--- src/hw/qdac_pkg.sv ---
package qdac_pkg;

  // ==========================================================
  // Widths and counts
  localparam int QD_WORD_W = 16;
  localparam int QD_CODE_W = 12;
  localparam int QD_CHANS = 4;
  localparam int QD_PINS = 4;
  localparam logic [4:0] QD_BITS_FULL = 5'h10;
  localparam logic [4:0] QD_BITS_RST = 5'h00;

  // ==========================================================
  // Reset values
  localparam logic [15:0] QD_SR_RST = 16'h0000;
  localparam logic [11:0] QD_CODE_RST = 12'h000;
  // Pin order {sck, cs_n, din, load_n}; select and load idle high
  localparam logic [3:0] QD_SYNC_RST = 4'h5;
  localparam logic QD_SCK_PREV_RST = 1'b0;
  localparam logic QD_CS_PREV_RST = 1'b1;
  localparam logic QD_ECHO_IDLE = 1'b1;

  // ==========================================================
  // Pin positions in the synchroniser vector
  localparam int QD_PIN_SCK = 3;
  localparam int QD_PIN_CS = 2;
  localparam int QD_PIN_DIN = 1;
  localparam int QD_PIN_LOAD = 0;

  // ==========================================================
  // Control field codes
  localparam logic [1:0] QD_CTL_SPECIAL = 2'h0;
  localparam logic [1:0] QD_CTL_INPUT = 2'h1;
  localparam logic [1:0] QD_CTL_EDGE = 2'h2;
  localparam logic [1:0] QD_CTL_BOTH = 2'h3;
  localparam logic [1:0] QD_SP_UPDATE_ALL = 2'h2;
  localparam logic [1:0] QD_SP_LOAD_ALL = 2'h3;
  localparam logic [1:0] QD_EDGE_SEL_FALL = 2'h0;
  localparam logic [1:0] QD_EDGE_SEL_RISE = 2'h1;

  // ==========================================================
  // Types
  typedef struct packed {
    logic chan_addr_hi;
    logic chan_addr_lo;
    logic ctrl_hi;
    logic ctrl_lo;
    logic [11:0] code;
  } qdac_word_t;

  typedef enum logic [1:0] {
    QDAC_IDLE = 2'b01,
    QDAC_SHIFT = 2'b10
  } qdac_state_t;

endpackage : qdac_pkg

--- src/hw/qdac_sync.sv ---
`timescale 1ns/1ps
module qdac_sync
  import qdac_pkg::*;
#(
  parameter int W = 1,
  parameter logic [W-1:0] RST = '0
) (
  input wire logic clk,
  input wire logic nrst,
  input wire logic ce,
  input wire logic [W-1:0] async_in,
  output logic [W-1:0] sync_out
);

  // ==========================================================
  // Two stages; first stage feeds only the second
  logic [W-1:0] meta_q;
  logic [W-1:0] meta_d;
  logic [W-1:0] sync_q;
  logic [W-1:0] sync_d;

  always_comb begin
    meta_d = async_in;
    sync_d = meta_q;
  end

  always_ff @(posedge clk) begin
    if (!nrst) begin
      meta_q <= RST;
      sync_q <= RST;
    end else if (ce) begin
      meta_q <= meta_d;
      sync_q <= sync_d;
    end
  end

  assign sync_out = sync_q;

endmodule : qdac_sync

--- src/hw/qdac_load.sv ---
`timescale 1ns/1ps
// What this block does
// RULE1 - 16-bit shift register samples data on shift clock rise, select low
// RULE2 - Shifting and echo output enabled only while select is low
// RULE3 - Select rise moves word into addressed input/converter registers
// RULE4 - Load pin low copies every input register into its converter register
// RULE5 - Echo output shows the last shift register stage
// RULE6 - Select high: echo output released and held high
// RULE7 - Four channels, each an input register feeding a converter register
// RULE8 - Echo changes on shift clock fall or rise per selected mode
// RULE9 - Shift clock edges coinciding with select edges are ignored
// RULE10 - Converter codes are unsigned straight binary, 0 to 4095
// RULE11 - Host sends 16 bits MSB first, select low until all shifted
// RULE12 - Word is address, control, then 12-bit code; these pick the action
// RULE13 - Echo lags 16 cycles rising mode, 16.5 falling; rising after reset
// RULE14 - Load pin low makes converter registers transparent
// RULE15 - Reset clears input, converter and shift registers
// RULE16 - Words shorter than sixteen bits are discarded at select rise
module qdac_load
  import qdac_pkg::*;
(
  input wire logic clk,
  input wire logic nrst,
  input wire logic ce,
  input wire logic sck,
  input wire logic cs_n,
  input wire logic serial_in_pin,
  input wire logic load_all_n,
  output logic serial_echo_out,
  output logic serial_echo_oe,
  output logic echo_on_fall,
  output logic [QD_CHANS-1:0][QD_CODE_W-1:0] dac_code
);

  // ==========================================================
  // Pin synchronisers
  logic [QD_PINS-1:0] pins_s;

  qdac_sync #(.W(QD_PINS), .RST(QD_SYNC_RST)) u_sync (
    .clk(clk),
    .nrst(nrst),
    .ce(ce),
    .async_in({sck, cs_n, serial_in_pin, load_all_n}),
    .sync_out(pins_s)
  );

  logic sck_s;
  logic cs_s;
  logic din_s;
  logic load_s;
  assign sck_s = pins_s[QD_PIN_SCK];
  assign cs_s = pins_s[QD_PIN_CS];
  assign din_s = pins_s[QD_PIN_DIN];
  assign load_s = pins_s[QD_PIN_LOAD];

  // ==========================================================
  // Edge detection
  logic sck_prev_q;
  logic sck_prev_d;
  logic cs_prev_q;
  logic cs_prev_d;
  logic sck_rise;
  logic sck_fall;
  logic cs_rise;
  logic cs_fall;

  always_comb begin
    sck_prev_d = sck_s;
    cs_prev_d = cs_s;
  end

  always_ff @(posedge clk) begin
    if (!nrst) begin
      sck_prev_q <= QD_SCK_PREV_RST;
      cs_prev_q <= QD_CS_PREV_RST;
    end else if (ce) begin
      sck_prev_q <= sck_prev_d;
      cs_prev_q <= cs_prev_d;
    end
  end

  assign sck_rise = sck_s & ~sck_prev_q;
  assign sck_fall = ~sck_s & sck_prev_q;
  assign cs_rise = cs_s & ~cs_prev_q;
  assign cs_fall = ~cs_s & cs_prev_q;

  // ==========================================================
  // Serial front end
  qdac_state_t state_q;
  qdac_state_t state_d;
  logic [QD_WORD_W-1:0] sr_q;
  logic [QD_WORD_W-1:0] sr_d;
  logic [4:0] bits_q;
  logic [4:0] bits_d;
  logic shift_en;
  logic latch;

  // Select must be low on both sides of the clock edge, so an
  // edge landing with a select transition is dropped
  assign shift_en = (state_q == QDAC_SHIFT) && !cs_s && !cs_prev_q
                    && sck_rise; // RULE9 RULE2
  assign latch = (state_q == QDAC_SHIFT) && cs_s
                 && (bits_q == QD_BITS_FULL); // RULE16

  always_comb begin
    state_d = state_q;
    sr_d = sr_q;
    bits_d = bits_q;
    unique case (state_q)
      QDAC_IDLE: begin
        bits_d = QD_BITS_RST;
        if (!cs_s) begin
          state_d = QDAC_SHIFT;
        end
      end
      QDAC_SHIFT: begin
        if (cs_s) begin
          state_d = QDAC_IDLE;
          bits_d = QD_BITS_RST;
        end else if (shift_en) begin
          sr_d = {sr_q[QD_WORD_W-2:0], din_s}; // RULE1 RULE11
          // Saturate: daisy-chained words keep the last sixteen bits
          if (bits_q != QD_BITS_FULL) begin
            bits_d = bits_q + 5'h01;
          end
        end
      end
      default: begin
        state_d = QDAC_IDLE;
        bits_d = QD_BITS_RST;
      end
    endcase
  end

  always_ff @(posedge clk) begin
    if (!nrst) begin
      state_q <= QDAC_IDLE;
      sr_q <= QD_SR_RST; // RULE15
      bits_q <= QD_BITS_RST;
    end else if (ce) begin
      state_q <= state_d;
      sr_q <= sr_d;
      bits_q <= bits_d;
    end
  end

  // ==========================================================
  // Echo output
  logic echo_q;
  logic echo_d;
  logic oe_q;
  logic oe_d;
  logic fall_mode_q;
  logic fall_mode_d;

  always_comb begin
    echo_d = echo_q;
    oe_d = !cs_s; // RULE2
    if (cs_s) begin
      echo_d = QD_ECHO_IDLE; // RULE6
    end else if (cs_fall) begin
      echo_d = sr_q[QD_WORD_W-1];
    end else if (!fall_mode_q && shift_en) begin
      echo_d = sr_d[QD_WORD_W-1]; // RULE5 RULE8 RULE13
    end else if (fall_mode_q && sck_fall) begin
      echo_d = sr_q[QD_WORD_W-1]; // RULE8 RULE13
    end
  end

  always_ff @(posedge clk) begin
    if (!nrst) begin
      echo_q <= QD_ECHO_IDLE;
      oe_q <= 1'b0;
    end else if (ce) begin
      echo_q <= echo_d;
      oe_q <= oe_d;
    end
  end

  assign serial_echo_out = echo_q;
  assign serial_echo_oe = oe_q;

  // ==========================================================
  // Double-buffered channel registers
  logic [QD_CHANS-1:0][QD_CODE_W-1:0] in_q;
  logic [QD_CHANS-1:0][QD_CODE_W-1:0] in_d;
  logic [QD_CHANS-1:0][QD_CODE_W-1:0] conv_q;
  logic [QD_CHANS-1:0][QD_CODE_W-1:0] conv_d;
  qdac_word_t word;
  logic [1:0] addr;
  logic [1:0] ctl;

  assign word = qdac_word_t'(sr_q); // RULE12
  assign addr = {word.chan_addr_hi, word.chan_addr_lo};
  assign ctl = {word.ctrl_hi, word.ctrl_lo};

  always_comb begin
    in_d = in_q;
    conv_d = conv_q;
    fall_mode_d = fall_mode_q;
    if (latch) begin // RULE3
      unique case (ctl)
        QD_CTL_INPUT: in_d[addr] = word.code;
        QD_CTL_BOTH: begin
          in_d[addr] = word.code;
          conv_d[addr] = word.code;
        end
        QD_CTL_SPECIAL: begin
          if (addr == QD_SP_UPDATE_ALL) begin
            conv_d = in_q;
          end else if (addr == QD_SP_LOAD_ALL) begin
            for (int i = 0; i < QD_CHANS; i++) begin
              in_d[i] = word.code;
              conv_d[i] = word.code;
            end
          end
        end
        QD_CTL_EDGE: begin
          // Edge change also refreshes every converter register
          if (addr == QD_EDGE_SEL_FALL || addr == QD_EDGE_SEL_RISE) begin
            fall_mode_d = (addr == QD_EDGE_SEL_FALL); // RULE8
            conv_d = in_q;
          end
        end
      endcase
    end
    // Sampled, not truly asynchronous: costs up to three clocks
    if (!load_s) begin
      conv_d = in_d; // RULE4 RULE14
    end
  end

  always_ff @(posedge clk) begin
    if (!nrst) begin
      in_q <= {QD_CHANS{QD_CODE_RST}}; // RULE15
      conv_q <= {QD_CHANS{QD_CODE_RST}};
      fall_mode_q <= 1'b0; // RULE13
    end else if (ce) begin
      in_q <= in_d; // RULE7
      conv_q <= conv_d;
      fall_mode_q <= fall_mode_d;
    end
  end

  assign dac_code = conv_q; // RULE10
  assign echo_on_fall = fall_mode_q;
endmodule : qdac_load

--- config.mk ---
export PLATFORM = sky130hd
export DESIGN_NAME = qdac_load
export DESIGN_NICKNAME = d
export VERILOG_FILES = /design/src/hw/qdac_pkg.sv /design/src/hw/qdac_sync.sv /design/src/hw/qdac_load.sv
export SDC_FILE = /design/constraint.sdc
export NUM_CORES = 1
export LEC_CHECK = 0
export BUFFER_PORTS_ARGS = -buffer_cell sky130_fd_sc_hd__buf_2
export CAP_MARGIN = 10
export CORE_UTILIZATION = 35
export CTS_BUF_LIST = sky130_fd_sc_hd__clkbuf_2 sky130_fd_sc_hd__clkbuf_4 sky130_fd_sc_hd__clkbuf_8
export CTS_CLUSTER_SIZE = 28
export DETAILED_ROUTE_END_ITERATION = 8
export PLACE_DENSITY = 0.58
export SLEW_MARGIN = 20
export SYNTH_ARGS = -nofsm -noshare
export SYNTH_HDL_FRONTEND = slang
export SYNTH_SLANG_ARGS = --single-unit
--- constraint.sdc ---
create_clock -name clk -period 6.3 [get_ports clk]
set_input_delay 0.63 -clock clk [delete_from_list [all_inputs] [get_ports clk]]
set_output_delay 0.63 -clock clk [all_outputs]
set_load 0.05 [all_outputs]
==> impl_metrics.yaml, run 1 <==
route:
  via_per_inst: 6.17
  dr.pass1.iters: 7
  drt_drc_violations_left: 0
  vias: 6341
  wl_per_cell_um: 20.4
  drt_first_iter_violations: 851
  finalWirelength_um: 21000
  final_antenna_net_count: 0
setup_path:
  r2r_setup_slack_ns: 2.86
  slowest_stage: "a21oi_1"
  reg2reg_depth: 5
  cp.required_ns: 6.72
  cp_max_fo: 73
  critPathKind: "reg2reg"
  worstPathCellList: "buf_4, clkinv_1, a22o_1, a21oi_1, a22o_1"
  critPathBufInv: 2
  r2r-start: "u_sync.sync_out[0]"
  r2r-end: "dac_code[21]"
  critPathTopFamily: "compound AO/OA/AOI/OAI gates"
  cp-end-kind: "register"
  arrival_ns: 3.85
  critPathLaunchType: "register"
  crit_top_cell: "a22o_1"
  cpPeakStageDelay_ns: 0.99
sta:
  fin_hold_ws_ns: 0.379
  slew_viol_final: 0
  fin_crit_sh_pct: 54.5
  clock_skew_ns: 0.0139
  fin_crit_ns: 3.44
  finalHoldViolCount: 0
  max_freq_mhz: 291
  fin_ws_ns: 2.86
  tns_ns: 0
  worstMarginPinSlew_ns: 1.12
  finalSetupViolations: 0
  rsz0062_at_grt: "no"
  slew_headroom_pct: 25.3
power:
  ir_worst_vdd_mv: 0.133
  p_leak_nw: 2.83
  p_per_area_nw_per_um2: 237
  power_mw: 1.77
layout:
  fin_nets: 791
  drive_above_1_share_pct: 14.4
  post-route-util_pct: 39.8
  antenna_cells: 0
  area_growth_pct: 10.7
synthesis:
  ys.flop_type: "dfxtp_1"
  synth_edf_count: 0
  yosysWarnings: 0
  ys_ff_latch: 132
  synth-seq-area-share_pct: 39.2
  synthDistinctLibCells: 60
  synthTopCellsByArea: "dfxtp_1 (39%), a21oi_1 (6.2%), a32o_1 (5.6%)"
  avgSynthCellArea_um2: 8.59
  async_reset_ff_share_pct: 0
  ys_top_cells_by_count: "dfxtp_1 (132), a21oi_1 (84), nor2_1 (84)"
  synth_nets: 794
  syn-cell-area_um2: 6740
  synth_most_common_cell: "dfxtp_1"
  synthCells: 785
  synth_area_leader_cell: "dfxtp_1"
  yosysTopAreaCellShare_pct: 39.2
grt:
  grt_pass1_wl_um: 32900
  grt-ovfl-total: 0
  grt_max_degree: 77
  antenna_found_initial: 1
  grt_pass1_vias: 5829
  track_usage_pct: 21.4
die:
  num_rows: 50
  fp.dieH_um: 141
  pin_count: 58
  start_util_pct: 35.9
  core_um2: 18800
  fp.dieW_um: 141
  die_area_um2: 19800
clock_network:
  cts.sinks: 132
  cts_buffer_depth: 2
  postCtsSetupRepairBufs: 0
  h-tree-depth: 4
  clockRootBuffer: "clkbuf_8"
  post_cts_resized: 0
  cts_buffers: 17
  cts_tree: "done"
  path_clk_slew_ns: 0.08
  holdBufCountCts: 0
  clkLatencyLatePin_ns: 0.47
job:
  drv_cap: 0
worst_hold_path:
  holdPathStages: 3
  hold_class: "in2reg"
  hold_end: "u_sync.meta_q[0]"
  hold_start: "load_all_n"
place:
  portBuffers: 57
  routabilityCongestion: 0.852
  dp_hpwl_um: 12900
  pre_cts_slack_ns: 2.71
run_status:
  outcome: "complete, no violations"
-- state kept, by name (all words and copies together), names as in the netlist --
signal and flops:
serial_echo_oe 1, u_sync.sync_out 4, dac_code 48, in_q 48, sck_prev_q 1, serial_echo_out 1
cs_prev_q 1, sr_q 16, bits_q 5, u_sync.meta_q 4, state_q 2, echo_on_fall 1
-- where the power goes --
group	switching, mW	internal (mW)	total, mW
registers	0.00700	0.845	0.852
logic	0.0835	0.0325	0.116
clock network	0.352	0.450	0.802
total	0.442	1.33	1.77
-- cells in the final DEF (no fill, tap or decap), drive strengths merged, types with 27 or more instances in the layout --
master	netlist	layout
dfxtp	132	132
nand2	48	48
a221o	32	32
a32o	38	38
a22oi	34	34
buf	39	67
nor2	84	84
a21oi	84	84
mux2i	34	34
o21ai	27	27
-- final cells by class --
type | count | area [um^2]
clock buffers | 19 | 262
clock inverters | 12 | 178
fillers | 1916 | 11300
inverters | 12 | 45.0
multi-input cells | 552 | 3680
flip-flops and latches | 132 | 2650
well taps | 234 | 293
repair buffers | 67 | 360
-- tightest hold or removal path: cells and delay by family --
| kind | cells | cell delay [ns] |
|---|---|---|
| AND/OR/NAND/NOR | 1 | 0.05 |
| multiplexers | 1 | 0.05 |
| buffers and inverters | 1 | 0.07 |
-- metrics by stage --
step           cell area [um^2]  cells
2_1_floorplan              6740    785
3_3_place_gp               7010    997
6_report                   7460   1028
5_1_grt                    7460   1028
3_5_place_dp               7010    997
4_1_cts                    7450   1028
-- cells by family after synthesis --
family,count (synthesis),synth area share (%)
AO/OA/AOI/OAI,307,33.4
AND/OR/NAND/NOR,205,15.0
flip-flops,132,39.2
buffers and inverters,101,6.42
multiplexers,35,5.22
XOR/XNOR,3,0.390
adder cells (fa/ha/maj),2,0.371
-- worst max path at each step --
stage                                  start            to  slack [ns]  cells past startpoint
after floorplan                    bits_q[0]      in_q[13]        4.28                     10
after global placement                    ce  dac_code[35]        2.74                      7
after detailed placement                  ce  dac_code[35]        2.71                      7
after CTS                          bits_q[0]  dac_code[29]        2.85                      8
after global routing      u_sync.sync_out[0]  dac_code[21]        2.78                      5
final                     u_sync.sync_out[0]  dac_code[21]        2.86                      5
-- layer usage --
metal | up-vias | wire (um) | track usage, %
met3 | 42 | 1370 | 4.45
met5 | - | 0 | 0
met1 | 3078 | 9740 | 29.4
met2 | 237 | 9290 | 32.4
met4 | 0 | 563 | 8.64
li1 | 2984 | - | -
No activity file was read; power rests on OpenSTA's default activity.
==> inputs of run 2 (changes only) <==
--- a/config.mk
+++ b/config.mk
@@ -5,13 +5,14 @@
 export SDC_FILE = /design/constraint.sdc
 export NUM_CORES = 1
 export LEC_CHECK = 0
+export ABC_AREA = 1
 export BUFFER_PORTS_ARGS = -buffer_cell sky130_fd_sc_hd__buf_2
 export CAP_MARGIN = 10
 export CORE_UTILIZATION = 35
 export CTS_BUF_LIST = sky130_fd_sc_hd__clkbuf_2 sky130_fd_sc_hd__clkbuf_4 sky130_fd_sc_hd__clkbuf_8
 export CTS_CLUSTER_SIZE = 28
 export DETAILED_ROUTE_END_ITERATION = 8
-export PLACE_DENSITY = 0.58
+export PLACE_DENSITY = 0.59
 export SLEW_MARGIN = 20
 export SYNTH_ARGS = -nofsm -noshare
 export SYNTH_HDL_FRONTEND = slang
==> constraint.sdc (replaced) <==
create_clock -name clk -period 2.95 [get_ports clk]
set_input_delay 0.295 -clock clk [delete_from_list [all_inputs] [get_ports clk]]
set_output_delay 0.295 -clock clk [all_outputs]
set_load 0.05 [all_outputs]
==> impl_metrics.yaml, run 2 <==
run_status:
  outcome: "complete, no violations"
synthesis:
  async_reset_ff_share_pct: 0
  synth_nets: 1242
  synth_edf_count: 0
  synth-seq-area-share_pct: 33.9
  synthTopCellsByArea: "dfxtp_1 (34%), nand2_1 (16%), nand3_1 (11%)"
  synth_area_leader_cell: "dfxtp_1"
  synthDistinctLibCells: 30
  avgSynthCellArea_um2: 6.32
  synthCells: 1233
  ys.flop_type: "dfxtp_1"
  syn-cell-area_um2: 7790
  ys_ff_latch: 132
  synth_most_common_cell: "nand2_1"
  ys_top_cells_by_count: "nand2_1 (330), nand3_1 (177), dfxtp_1 (132)"
  yosysTopAreaCellShare_pct: 33.9
  yosysWarnings: 0
sta:
  slew_viol_final: 0
  fin_crit_ns: 2.35
  slew_headroom_pct: 39.1
  clock_skew_ns: 0.0139
  worstMarginPinSlew_ns: 0.911
  fin_crit_sh_pct: 79.6
  finalSetupViolations: 0
  tns_ns: 0
  max_freq_mhz: 426
  finalHoldViolCount: 0
  fin_hold_ws_ns: 0.0333
  rsz0062_at_grt: "no"
setup_path:
  critPathLaunchType: "register"
  crit_top_cell: "buf_4"
  worstPathCellList: "buf_4, nand2_4, buf_4, a21oi_1, o21ai_0, nand4_1, nand2_1, a21oi_2"
  cpPeakStageDelay_ns: 0.54
  critPathKind: "reg2reg"
  arrival_ns: 2.75
  cp_max_fo: 18
  slowest_stage: "dfxtp_1"
  cp.required_ns: 3.36
  cp-end-kind: "register"
clock_network:
  post_cts_resized: 0
  postCtsSetupRepairBufs: 0
  cts_buffer_depth: 2
  cts_tree: "done"
  clkLatencyLatePin_ns: 0.47
  clockRootBuffer: "clkbuf_8"
  holdBufCountCts: 0
  path_clk_slew_ns: 0.08
  cts.sinks: 132
  h-tree-depth: 4
  cts_buffers: 17
route:
  drt_first_iter_violations: 787
  drt_drc_violations_left: 0
  dr.pass1.iters: 6
  wl_per_cell_um: 16.5
  final_antenna_net_count: 0
  via_per_inst: 5.42
  finalWirelength_um: 25400
  vias: 8331
die:
  start_util_pct: 35.7
  fp.dieH_um: 151
  num_rows: 54
  core_um2: 21800
  pin_count: 58
  die_area_um2: 22900
  fp.dieW_um: 151
layout:
  area_growth_pct: 10.9
  post-route-util_pct: 39.6
  drive_above_1_share_pct: 11.2
  antenna_cells: 0
  mostFrequentLayoutCell: "nand2_1"
  final_area_um2: 8640
  final_cell_mix: "nand2_1 (330), nand3_1 (177), dfxtp_1 (132)"
  fin_nets: 1254
grt:
  track_usage_pct: 22.8
  grt_max_degree: 67
  grt_pass1_wl_um: 39800
  antenna_found_initial: 0
  grt_pass1_vias: 7427
  grt-ovfl-total: 0
power:
  p_per_area_nw_per_um2: 484
  p_leak_nw: 4.11
  ir_worst_vdd_mv: 0.204
  power_mw: 4.18
worst_hold_path:
  hold_class: "in2reg"
place:
  placed_area_um2: 8210
  routabilityCongestion: 0.863
  dp_hpwl_um: 16700
  portBuffers: 57
job:
  drv_cap: 0
==> run 2: cells by family (layout without fill, tap and decap cells) <==
logic type      after synthesis  count (layout)  synth area share (%)
xor+xnor                      1               1                 0.112
flops                       132             132                  33.9
fa+ha+maj                     2               2                 0.321
compound gates              233             233                  17.2
simple gates                640             640                  36.5
buf+inv                     225             250                  12.0
==> run 2: path summary, 6_finish.rpt <==
check	start	to	slack, ns	cells past startpoint
min reg2reg	u_sync.meta_q[2]	u_sync.meta_q[2]	0.47	2
max reg2reg	sr_q[15]	dac_code[33]	0.60	8
max	sr_q[15]	dac_code[33]	0.60	8
min	cs_n	u_sync.meta_q[2]	0.03	3
==> run 2: power by group <==
| part | switching (mW) | internal, mW |
|---|---|---|
| combinational | 0.395 | 0.163 |
| clock | 0.764 | 0.916 |
| sequential | 0.0676 | 1.87 |
| total | 1.23 | 2.95 |
==> run 2: per-stage QoR <==
step                      instances  worst slack, ns
after floorplan                1233             1.36
after CTS                      1538            0.616
after global placement         1506            0.696
final                          1538            0.602
after detailed placement       1506            0.633
after global routing           1538            0.420
==> run 2: routing by layer <==
metal / up-vias / routed length (um) / global-route usage [%]
met2: 311 / 11300 / 35.9
met1: 3784 / 11300 / 28.7
li1: 4162 / - / -
met5: - / 0 / 0
met4: 0 / 959 / 12.7
met3: 74 / 1910 / 5.03
==> run 2: cell type report <==
| type | count | area (um^2) |
|---|---|---|
| clock buffer | 25 | 338 |
| clock inverter | 7 | 92.6 |
| fill | 2329 | 13200 |
| timing repair buffer | 81 | 483 |
| inverter | 137 | 514 |
| tap | 280 | 350 |
| multi-input combinational | 876 | 4220 |
| sequential | 132 | 2640 |
==> run 2: critical path: cells and delay by family (launching register included) <==
family	cells	cell delay [ns]
buffers and inverters	2	0.58
AND/OR/NAND/NOR	3	0.42
flip-flops	1	0.54
AO/OA/AOI/OAI	3	0.75
==> inputs of run 3 (changes only) <==
--- a/config.mk
+++ b/config.mk
@@ -12,7 +12,7 @@
 export CTS_BUF_LIST = sky130_fd_sc_hd__clkbuf_2 sky130_fd_sc_hd__clkbuf_4 sky130_fd_sc_hd__clkbuf_8
 export CTS_CLUSTER_SIZE = 28
 export DETAILED_ROUTE_END_ITERATION = 8
-export PLACE_DENSITY = 0.59
+export PLACE_DENSITY = 0.57
 export SLEW_MARGIN = 20
 export SYNTH_ARGS = -nofsm -noshare
 export SYNTH_HDL_FRONTEND = slang
==> constraint.sdc (replaced) <==
create_clock -name clk -period 2.4 [get_ports clk]
set_input_delay 0.24 -clock clk [delete_from_list [all_inputs] [get_ports clk]]
set_output_delay 0.24 -clock clk [all_outputs]
set_load 0.05 [all_outputs]
==> impl_metrics.yaml, run 3 (synthesis gave the netlist of run 2 again) <==
grt:
  grt-ovfl-total: 0
  grt_pass1_wl_um: 41200
  track_usage_pct: 23.4
  antenna_found_initial: 0
  grt_pass1_vias: 7614
  grt_max_degree: 49
clock_network:
  cts_buffers: 17
  clkLatencyLatePin_ns: 0.48
  clockRootBuffer: "clkbuf_8"
  h-tree-depth: 4
  path_clk_slew_ns: 0.08
  cts_buffer_depth: 2
  cts.sinks: 132
  cts_tree: "done"
setup_path:
  cp_max_fo: 12
  startpoint: "sr_q[14]"
  arrival_ns: 2.47
  cp-endpoint: "dac_code[28]"
  critPathKind: "reg2reg"
  r2r-start: "sr_q[14]"
  reg2reg_depth: 7
  cp.required_ns: 2.74
  r2r-end: "dac_code[28]"
  r2r_setup_slack_ns: 0.27
  critPathLaunchType: "register"
  cp-end-kind: "register"
route:
  vias: 8386
  via_per_inst: 5.39
  wl_per_cell_um: 16.5
  final_antenna_net_count: 0
  finalWirelength_um: 25700
  dr.pass1.iters: 7
  drt_first_iter_violations: 765
  drt_drc_violations_left: 0
die:
  pin_count: 58
  core_um2: 21800
  fp.dieH_um: 151
  num_rows: 54
  start_util_pct: 35.7
  fp.dieW_um: 151
  die_area_um2: 22900
layout:
  fin_nets: 1273
  mostFrequentLayoutCell: "nand2_1"
  area_growth_pct: 13.7
  antenna_cells: 0
  fillers: 2363
  drive_above_1_share_pct: 12.5
  final_cell_mix: "nand2_1 (330), nand3_1 (177), inv_1 (130), dfxtp_1 (130), o21ai_0 (89)"
sta:
  max_freq_mhz: 470
  fin_crit_sh_pct: 88.7
  finalSetupViolations: 0
  fin_crit_ns: 2.13
  tns_ns: 0
  finalHoldViolCount: 0
  fin_ws_ns: 0.271
  fin_hold_ws_ns: 0.154
  slew_headroom_pct: 39.3
  slew_viol_final: 0
  rsz0062_at_grt: "no"
  worstMarginPinSlew_ns: 0.907
  clock_skew_ns: 0.0186
place:
  dp_hpwl_um: 17000
  pre_cts_slack_ns: 0.182
  portBuffers: 57
  routabilityCongestion: 0.893
power:
  p_per_area_nw_per_um2: 607
  p_leak_nw: 4.22
  ir_worst_vdd_mv: 0.270
  power_mw: 5.38
job:
  drv_cap: 0
worst_hold_path:
  hold_class: "in2reg"
run_status:
  outcome: "complete, no violations"
[run 3: cell count changes in the layout (fill, tap and decap cells not counted), moves of 3 or more]
| cell | before | now |
|---|---|---|
| clkinv_4 | 0 | 3 |
| buf_4 | 25 | 39 |
| clkbuf_8 | 24 | 20 |
| bufinv_16 | 2 | 5 |
| dlygate4sd3_1 | 0 | 4 |
[run 3: worst min path at each step]
| stage | startpoint | cells past startpoint | to |
|---|---|---|---|
| after floorplan | load_all_n | 2 | u_sync.meta_q[0] |
| after global placement | u_sync.meta_q[0] | 2 | u_sync.meta_q[0] |
| after detailed placement | u_sync.meta_q[2] | 2 | u_sync.meta_q[2] |
| after CTS | nrst | 2 | cs_prev_q |
| after global routing | nrst | 2 | cs_prev_q |
| final | nrst | 2 | cs_prev_q |
[run 3: power breakdown]
part / switching [mW] / leakage (nW) / internal [mW]
Combinational: 0.482 / 2.91 / 0.209
Sequential: 0.0889 / 1.08 / 2.30
Clock: 0.974 / 0.235 / 1.32
Total: 1.54 / 4.22 / 3.83
[run 3: area by class of cell]
cell class                      count  area, um^2  area share (%)
Multi-Input combinational cell    876        4230            47.7
Timing Repair Buffer              100         648            7.31
Clock buffer                       20         275            3.11
Clock inverter                     12         201            2.27
Tap cell                          280         350            3.95
Inverter                          137         514            5.80
Sequential cell                   132        2650            29.9
[run 3: per-stage QoR]
step                cells  utilization (%)  area (um^2)
floorplan            1233                -         7790
finish               1557             40.6         8860
global route         1557             40.6         8860
detailed placement   1521             38.2         8340
global placement     1521             38.2         8340
CTS                  1557             40.6         8850
[run 3: critical path, cell delays in order (launching register included)]
cell and delay, ns:
dfxtp_1 0.58, nand2_1 0.28, nand2_1 0.22, nand3_1 0.43, nand2_1 0.21, nand3_1 0.09
nand2_1 0.13, a21oi_2 0.06
[run 3: metal layers]
metal | wire [um] | vias up | GRT usage (%) | part of all wire (%)
met2 | 11700 | 266 | 36.7 | 46
met4 | 732 | 0 | 9.75 | 2.8
met5 | 0 | - | 0 | 0
li1 | - | 4196 | - | -
met3 | 1650 | 56 | 4.73 | 6.4
met1 | 11600 | 3868 | 30.9 | 45
[run 3: repair_timing]
item | 4_1_cts | 5_1_grt
hold buffers | 4 | 0
endpoints found under the hold margin | 4 | 0
setup endpoints to repair | 0 | 3
resized for setup | 0 | 3
buffers inserted | 0 | 0
